## config.mk

```make
export PLATFORM = sky130hd
export DESIGN_NAME = ccr_core_control
export DESIGN_NICKNAME = d
export VERILOG_FILES = /design/src/ccr_pkg.sv /design/src/ccr_wb_if.sv /design/src/ccr_wb_slave.sv /design/src/ccr_core_control.sv
export SDC_FILE = /design/constraint.sdc
export NUM_CORES = 1
export LEC_CHECK = 0
export ABC_AREA = 0
export BUFFER_PORTS_ARGS = -buffer_cell sky130_fd_sc_hd__buf_2
export CORE_ASPECT_RATIO = 0.75
export CORE_UTILIZATION = 37
export CTS_CLUSTER_SIZE = 20
export DETAILED_ROUTE_END_ITERATION = 12
export GPL_TIMING_DRIVEN = 0
export PLACE_DENSITY_LB_ADDON = 0.1
export RECOVER_POWER = 25
export SYNTH_ARGS = -nofsm -noshare
export SYNTH_HDL_FRONTEND = slang
export SYNTH_HIERARCHICAL = 1
export SYNTH_SLANG_ARGS = --single-unit
```

## constraint.sdc

```tcl
create_clock -name mclk_in -period 1.5 [get_ports mclk_in]
set_input_delay 0.225 -clock mclk_in [delete_from_list [all_inputs] [get_ports mclk_in]]
set_output_delay 0.225 -clock mclk_in [all_outputs]
set_load 0.02 [all_outputs]
```

## src/ccr_pkg.sv

```systemverilog
package ccr_pkg;
  // ----------------------------------------------------------------
  // register map
  // ----------------------------------------------------------------
  localparam logic [31:0] CCR_CTRL_ADDR = 32'h0000_0000;
  localparam logic [31:0] CCR_STAT_ADDR = 32'h0000_0004;
  localparam logic [15:0] CCR_CTRL_RESET = 16'h0020;
  // ----------------------------------------------------------------
  // field positions
  // ----------------------------------------------------------------
  localparam int CCR_VAR_BIT = 15;
  localparam int CCR_UNUSED_BIT = 14;
  localparam int CCR_US_HI = 13;
  localparam int CCR_US_LO = 12;
  localparam int CCR_EXIT_BIT = 11;
  localparam int CCR_DL_HI = 10;
  localparam int CCR_DL_LO = 8;
  localparam int CCR_SAT_FIRST_ACC_ENABLE_BIT = 7;
  localparam int CCR_SAT_SECOND_ACC_ENABLE_BIT = 6;
  localparam int CCR_STORE_SATURATION_ENABLE_BIT = 5;
  localparam int CCR_SATMODE_BIT = 4;
  localparam int CCR_IPLMSB_BIT = 3;
  // writable bits: 15, 13, 12, 7, 6, 5, 4 and the low three bits
  localparam logic [15:0] CCR_WMASK = 16'hB0F7;
  // ----------------------------------------------------------------
  // multiply operand modes
  // ----------------------------------------------------------------
  typedef enum logic [1:0] {
    CCR_MUL_SIGNED = 2'h0,
    CCR_MUL_UNSIGNED = 2'h1,
    CCR_MUL_MIXED = 2'h2,
    CCR_MUL_RSVD = 2'h3
  } ccr_mul_t;
endpackage : ccr_pkg

```

## src/ccr_wb_if.sv

```systemverilog
`timescale 1ns/1ps
`default_nettype none
interface ccr_wb_if;
  logic wr;
  logic rd;
  logic [31:0] addr;
  logic [15:0] wdata;
  logic [1:0] sel;
  modport slave (output wr, output rd, output addr, output wdata, output sel);
  modport regs (input wr, input rd, input addr, input wdata, input sel);
endinterface : ccr_wb_if
`default_nettype wire

```

## src/ccr_wb_slave.sv

```systemverilog
`timescale 1ns/1ps
`default_nettype none
module ccr_wb_slave (
  input wire logic mclk_in,
  input wire logic reset_in,
  input wire logic clk_en_in,
  input wire logic cyc_in,
  input wire logic stb_in,
  input wire logic we_in,
  input wire logic [31:0] adr_in,
  input wire logic [3:0] sel_in,
  input wire logic [31:0] dat_in,
  output logic ack_out,
  ccr_wb_if.slave bus
);
  logic ack_q;
  // ----------------------------------------------------------------
  // one-wait-state ack; a write acts on the ack edge only, a read on every request cycle
  // ----------------------------------------------------------------
  always_ff @(posedge mclk_in or posedge reset_in) begin
    if (reset_in) begin
      ack_q <= 1'b0;
    end else if (clk_en_in) begin
      ack_q <= cyc_in && stb_in && !ack_q;
    end
  end
  assign ack_out = ack_q;
  assign bus.wr = ack_q && cyc_in && stb_in && we_in && clk_en_in;
  assign bus.rd = cyc_in && stb_in && !we_in;
  assign bus.addr = adr_in;
  assign bus.wdata = dat_in[15:0];
  assign bus.sel = sel_in[1:0];
endmodule : ccr_wb_slave
`default_nettype wire

```

## src/ccr_core_control.sv

```systemverilog
`timescale 1ns/1ps
`default_nettype none
module ccr_core_control (
  input wire logic mclk_in,
  input wire logic reset_in,
  input wire logic clk_en_in,
  input wire logic wb_cyc_in,
  input wire logic wb_stb_in,
  input wire logic wb_we_in,
  input wire logic [31:0] wb_adr_in,
  input wire logic [3:0] wb_sel_in,
  input wire logic [31:0] wb_dat_in,
  output logic [31:0] wb_dat_out,
  output logic wb_ack_out,
  input wire logic [2:0] loop_depth_in,
  input wire logic loop_iter_end_in,
  input wire logic priority_level_msb_in,
  input wire logic priority_msb_load_in,
  input wire logic [2:0] priority_level_low_in,
  output logic variable_latency_out,
  output ccr_pkg::ccr_mul_t mult_sign_mode_out,
  output logic early_loop_exit_out,
  output logic sat_first_acc_enable_out,
  output logic sat_second_acc_enable_out,
  output logic store_saturation_enable_out,
  output logic saturation_mode_out,
  output logic [3:0] cpu_priority_level_out,
  output logic [2:0] core_low_bits_out
);
  import ccr_pkg::*;

  ccr_wb_if bus ();
  logic [15:0] ctrl_q;
  logic exit_pend_q;
  logic exit_pulse_q;
  logic ipl_msb_q;
  logic [31:0] rdata_q;
  logic [15:0] word_d;

  // ----------------------------------------------------------------
  // bus slave
  // ----------------------------------------------------------------
  ccr_wb_slave u_slave (
    .mclk_in(mclk_in),
    .reset_in(reset_in),
    .clk_en_in(clk_en_in),
    .cyc_in(wb_cyc_in),
    .stb_in(wb_stb_in),
    .we_in(wb_we_in),
    .adr_in(wb_adr_in),
    .sel_in(wb_sel_in),
    .dat_in(wb_dat_in),
    .ack_out(wb_ack_out),
    .bus(bus)
  );

  function automatic logic [15:0] merge_lanes(input logic [15:0] old_v,
                                             input logic [15:0] new_v,
                                             input logic [1:0] sel);
    logic [15:0] m;
    m = {{8{sel[1]}}, {8{sel[0]}}} & CCR_WMASK;
    merge_lanes = (old_v & ~m) | (new_v & m);
  endfunction : merge_lanes

  // address decode shared by the write strobe and the read mux
  function automatic logic addr_hit(input logic [31:0] adr,
                                    input logic [31:0] base);
    addr_hit = (adr == base);
  endfunction : addr_hit

  logic ctrl_wr;
  logic ctrl_rd;
  logic stat_rd;
  assign ctrl_wr = bus.wr && addr_hit(bus.addr, CCR_CTRL_ADDR);
  assign ctrl_rd = bus.rd && addr_hit(bus.addr, CCR_CTRL_ADDR);
  assign stat_rd = bus.rd && addr_hit(bus.addr, CCR_STAT_ADDR);

  // ----------------------------------------------------------------
  // writable fields
  // ----------------------------------------------------------------
  // bit 14, bit 11, status bits never enter ctrl_q
  always_ff @(posedge mclk_in or posedge reset_in) begin
    if (reset_in) begin
      ctrl_q <= CCR_CTRL_RESET;
    end else if (clk_en_in && ctrl_wr) begin
      ctrl_q <= merge_lanes(ctrl_q, bus.wdata, bus.sel);
    end
  end

  // ----------------------------------------------------------------
  // early loop exit
  // ----------------------------------------------------------------
  // request is held until the loop logic reports the iteration end or the loop depth reads zero
  always_ff @(posedge mclk_in or posedge reset_in) begin
    if (reset_in) begin
      exit_pend_q <= 1'b0;
    end else if (clk_en_in) begin
      if (ctrl_wr && bus.sel[1] && bus.wdata[CCR_EXIT_BIT]) begin
        exit_pend_q <= 1'b1;
      end else if (loop_iter_end_in || loop_depth_in == 3'h0) begin
        exit_pend_q <= 1'b0;
      end
    end
  end

  always_ff @(posedge mclk_in or posedge reset_in) begin
    if (reset_in) begin
      exit_pulse_q <= 1'b0;
    end else if (clk_en_in) begin
      exit_pulse_q <= exit_pend_q && loop_iter_end_in && loop_depth_in != 3'h0;
    end
  end

  // ----------------------------------------------------------------
  // priority top bit, loaded only by core hardware
  // ----------------------------------------------------------------
  always_ff @(posedge mclk_in or posedge reset_in) begin
    if (reset_in) begin
      ipl_msb_q <= 1'b0;
    end else if (clk_en_in && priority_msb_load_in) begin
      ipl_msb_q <= priority_level_msb_in;
    end
  end

  // ----------------------------------------------------------------
  // read path
  // ----------------------------------------------------------------
  always_comb begin
    word_d = ctrl_q;
    word_d[CCR_UNUSED_BIT] = 1'b0;
    word_d[CCR_EXIT_BIT] = 1'b0;
    word_d[CCR_DL_HI:CCR_DL_LO] = loop_depth_in;
    word_d[CCR_IPLMSB_BIT] = ipl_msb_q;
  end

  always_ff @(posedge mclk_in or posedge reset_in) begin
    if (reset_in) begin
      rdata_q <= 32'h0000_0000;
    end else if (clk_en_in) begin
      if (ctrl_rd) begin
        rdata_q <= {16'h0000, word_d};
      end else if (stat_rd) begin
        rdata_q <= {28'h000_0000, ipl_msb_q, priority_level_low_in};
      end else begin
        rdata_q <= 32'h0000_0000;
      end
    end
  end
  assign wb_dat_out = rdata_q;

  // ----------------------------------------------------------------
  // field outputs
  // ----------------------------------------------------------------
  assign variable_latency_out = ctrl_q[CCR_VAR_BIT];
  assign mult_sign_mode_out = ccr_mul_t'(ctrl_q[CCR_US_HI:CCR_US_LO]);
  assign early_loop_exit_out = exit_pulse_q;
  assign sat_first_acc_enable_out = ctrl_q[CCR_SAT_FIRST_ACC_ENABLE_BIT];
  assign sat_second_acc_enable_out = ctrl_q[CCR_SAT_SECOND_ACC_ENABLE_BIT];
  assign store_saturation_enable_out = ctrl_q[CCR_STORE_SATURATION_ENABLE_BIT];
  assign saturation_mode_out = ctrl_q[CCR_SATMODE_BIT];
  assign cpu_priority_level_out = {ipl_msb_q, priority_level_low_in};
  assign core_low_bits_out = ctrl_q[2:0];
endmodule : ccr_core_control
`default_nettype wire

```

# == After elaboration in Yosys (flattened, before gate mapping) ==
# Cells that the tools add are included.
# totals
register_bits,52
inputBits,83
# classes
n_eq_ne,1
mux,4
bitwise,4
reduce_logical,24
# ops
operator,n
bitwise AND 16 bit,2
"== test 32 x 3 -> 1 bit, second input constant",1
zero test 32 bit,1
logical AND 1 bit,16
two-way mux 16 bit,1
NOT 16 bit,1
bitwise OR 16 bit,1
two-way mux 4 bit,1
zero test 3 bit,1
nonzero test 3 bit,1
zero test 1 bit,2
two-way mux 1 bit,2
AND reduction 2 bit,1
nonzero test 2 bit,1
logical OR 1 bit,1

# == Depth between registers and ports, before layout ==
# depth
depth_word,9
mapped_depth,6

# == Hierarchy ==
# Netlist, hierarchy kept.
# by_module_without_submodules
module,n_inst,cells_per_inst,area_per_inst_um2,seq_area_each_um2
ccr_core_control,1,110,1336.3,676.9
ccr_wb_slave,1,58,434.2,25.0

# == Worst setup path before layout ==
# OpenSTA, ideal clock, no wires.
# synth_path
path_kind,input port to flip-flop
startpoint,input wb_adr_in[22]
endpoint,register with a tool-made name
arrival_time_ns,1.671
required_time_ns,1.375
slack_ns,-0.296
cell_stages,5
path_buffers,1
cell_sequence,buf_4 nor4_1 nand4_1 nor4_4 mux2_2
# synth_rtl
item,line_no,text
start: declaration,ccr_core_control.sv:10,"input wire logic [31:0] wb_adr_in,"

==> results.json <==
{
  "switching_share": 0.2285,
  "relSlewSlack": 0.6087,
  "violations": "setup timing",
  "place_area_um2": 2127,
  "syn_area_per_cell_um2": 10.63,
  "worst_hold_startpoint": "wb_dat_in[6]",
  "drive_gt1_frac": 0.6170,
  "routed_via_density": 4.466,
  "slowest_stage": "dfrtp_1",
  "antenna_found_initial": 0,
  "status": "complete, but fails checks",
  "via_count": 1304,
  "pre_cts_ws_ns": -0.5836,
  "clk_pin_slew_worst_paths_ns": 0.10,
  "nets": 319,
  "avgRoutedWirePerCell_um": 12.28,
  "num_antenna_cells": 0,
  "max_cap_viol_count": 0,
  "drt-total-wl_um": 3585,
  "grt_pass1_wl_um": 5257,
  "fp.coreArea_um2": 4467,
  "power.internal_w": 0.001286,
  "combPwrFrac": 0.190,
  "cts_buffers": 3,
  "drt_iter0_drc": 41,
  "period_share": 1.003,
  "fmax_ghz": 0.6647,
  "root_buffer": "clkbuf_8",
  "dp_hpwl_um": 2833,
  "worstSetupStartpointType": "flip-flop",
  "p_leak_nw": 1.266,
  "grt-ovfl-total": 0,
  "globalplace.congestion": 0.7424,
  "worstMarginPinSlew_ns": 0.5857,
  "rr_startpoint": "u_slave/ack_out",
  "rsz0062_at_grt": "true",
  "antenna_left": 0,
  "syn_area_um2": 1733,
  "die_area_um2": 4964,
  "die_h_um": 61.27,
  "synth_warnings": 6,
  "numClockSinks": 28,
  "syn2layout_area_growth_pct": 38.20,
  "port_buffers": 44,
  "htreeDepth": 1,
  "cts_buffer_depth": 2,
  "track_usage": 0.1425,
  "drv_slew": 0,
  "syn_inst": 163,
  "dr.pass1.iters": 4,
  "crit_arrival_ns": 1.67,
  "slowest_delay_ns": 0.37,
  "seqPwrFrac": 0.459,
  "drc": 0,
  "clock_latency_ns": 0.27,
  "setup_violations": 1,
  "crit_chain": "nand2_1 -> nor2_2 -> and3_4 -> nor4b_4 -> buf_4 -> mux2_4",
  "ios": 131,
  "critical_path_peak_fanout": 3,
  "stdcell_area_um2": 2395,
  "vdd_drop_max_uv": 460.0,
  "start_util": 0.3880,
  "cp-startpoint": "u_slave/ack_out",
  "grt_max_degree": 28,
  "hold_path.class": "in2reg",
  "r2r_setup_slack_ns": -0.004,
  "p_switching_w": 0.0003810,
  "setup_ws_ns": -0.004335,
  "finalCriticalPeriod_ns": 1.504,
  "hold_viol_final": 0,
  "final.setup_skew_ns": 0.005369,
  "grt_pass1_vias": 1096,
  "row_count": 21,
  "cp_data_required_time_ns": 1.66,
  "clkPwrFrac": 0.351,
  "cp-end-kind": "flip-flop",
  "power_density_nw_per_um2": 696.3,
  "timing_worst_setup_path_type": "reg2reg",
  "cts_tree": "built",
  "die_x_um": 81.03,
  "reg2reg_depth": 6
}
## critical path, delay by kind of cell, from the launching register on
family | cells | cell delay [ns]
and+or+nand+nor | 4 | 0.55
DFF | 1 | 0.37
muxes | 1 | 0.30
buffers and inverters | 1 | 0.18
## routing by layer
metal  track usage  vias up  part of all wire
met5             0        -                 0
met4       0.02806        0            0.0033
met3       0.03556        2             0.088
met2        0.2329       59              0.47
met1        0.1941      602              0.44
li1              -      641                 -
## area by class of cell
cell class / instances / area, µm²
Fill cell: 428 / 2072
Sequential cell: 28 / 701.9
Multi-Input combinational cell: 78 / 696.9
Buffer: 71 / 556.8
Timing Repair Buffer: 51 / 281.5
Tap cell: 57 / 71.32
Clock buffer: 3 / 41.29
Clock inverter: 1 / 30.03
Inverter: 3 / 15.01
## stage by stage
stage / cells / TNS (ns) / utilization / hold WS, ns / total power, W
5_1_grt: 292 / -0.4291 / 0.5361 / 0.1657 / 0.001736
2_1_floorplan: 180 / -2.431 / - / -0.04629 / 0.001015
4_1_cts: 292 / -0.03003 / 0.5148 / 0.1661 / 0.001665
6_report: 292 / -0.004335 / 0.5361 / 0.1744 / 0.001667
3_5_place_dp: 281 / -9.749 / 0.4762 / 0.07187 / 0.001068
3_3_place_gp: 281 / -8.146 / 0.4762 / 0.06915 / 0.001067
## cell usage in the layout, fill, tap and decap left out, types with 2 or more instances in the layout
cell type / n
a32o_1: 15
buf_2: 44
buf_4: 61
buf_6: 12
clkbuf_1: 4
clkbuf_8: 3
conb_1: 18
dfrtp_1: 27
mux2_4: 10
mux2i_1: 4
nand2_1: 3
nand3_1: 3
nand4_1: 2
nor2_1: 5
nor3_1: 3
nor4_2: 3
nor4_4: 5
## worst min-delay path by stage
stage                 endpoint  cells after the start  slack [ns]
3_3_place_gp   u_slave/ack_out                      2        0.07
3_5_place_dp   u_slave/ack_out                      2        0.07
6_report             flip-flop                      2        0.17
4_1_cts              flip-flop                      2        0.17
2_1_floorplan  u_slave/ack_out                      1       -0.05
5_1_grt              flip-flop                      2        0.17
## power groups by stage
stage | sequential, W | clock, W | combinational (W)
after global placement | 0.000781 | 0 | 0.000286
after global routing | 0.000766 | 0.000625 | 0.000345
after CTS | 0.000765 | 0.000601 | 0.000299
after floorplan | 0.000782 | 0 | 0.000233
final | 0.000765 | 0.000585 | 0.000317
after detailed placement | 0.000781 | 0 | 0.000288
## timing repair
item	CTS	global route
pin swaps	6	4
gates resized for setup	9	19
setup endpoints to repair	20	46
hold buffers	1	0
buffers inserted	6	0
endpoints found under the hold margin	1	0
Note: power is estimated with default switching activity, not from simulation.
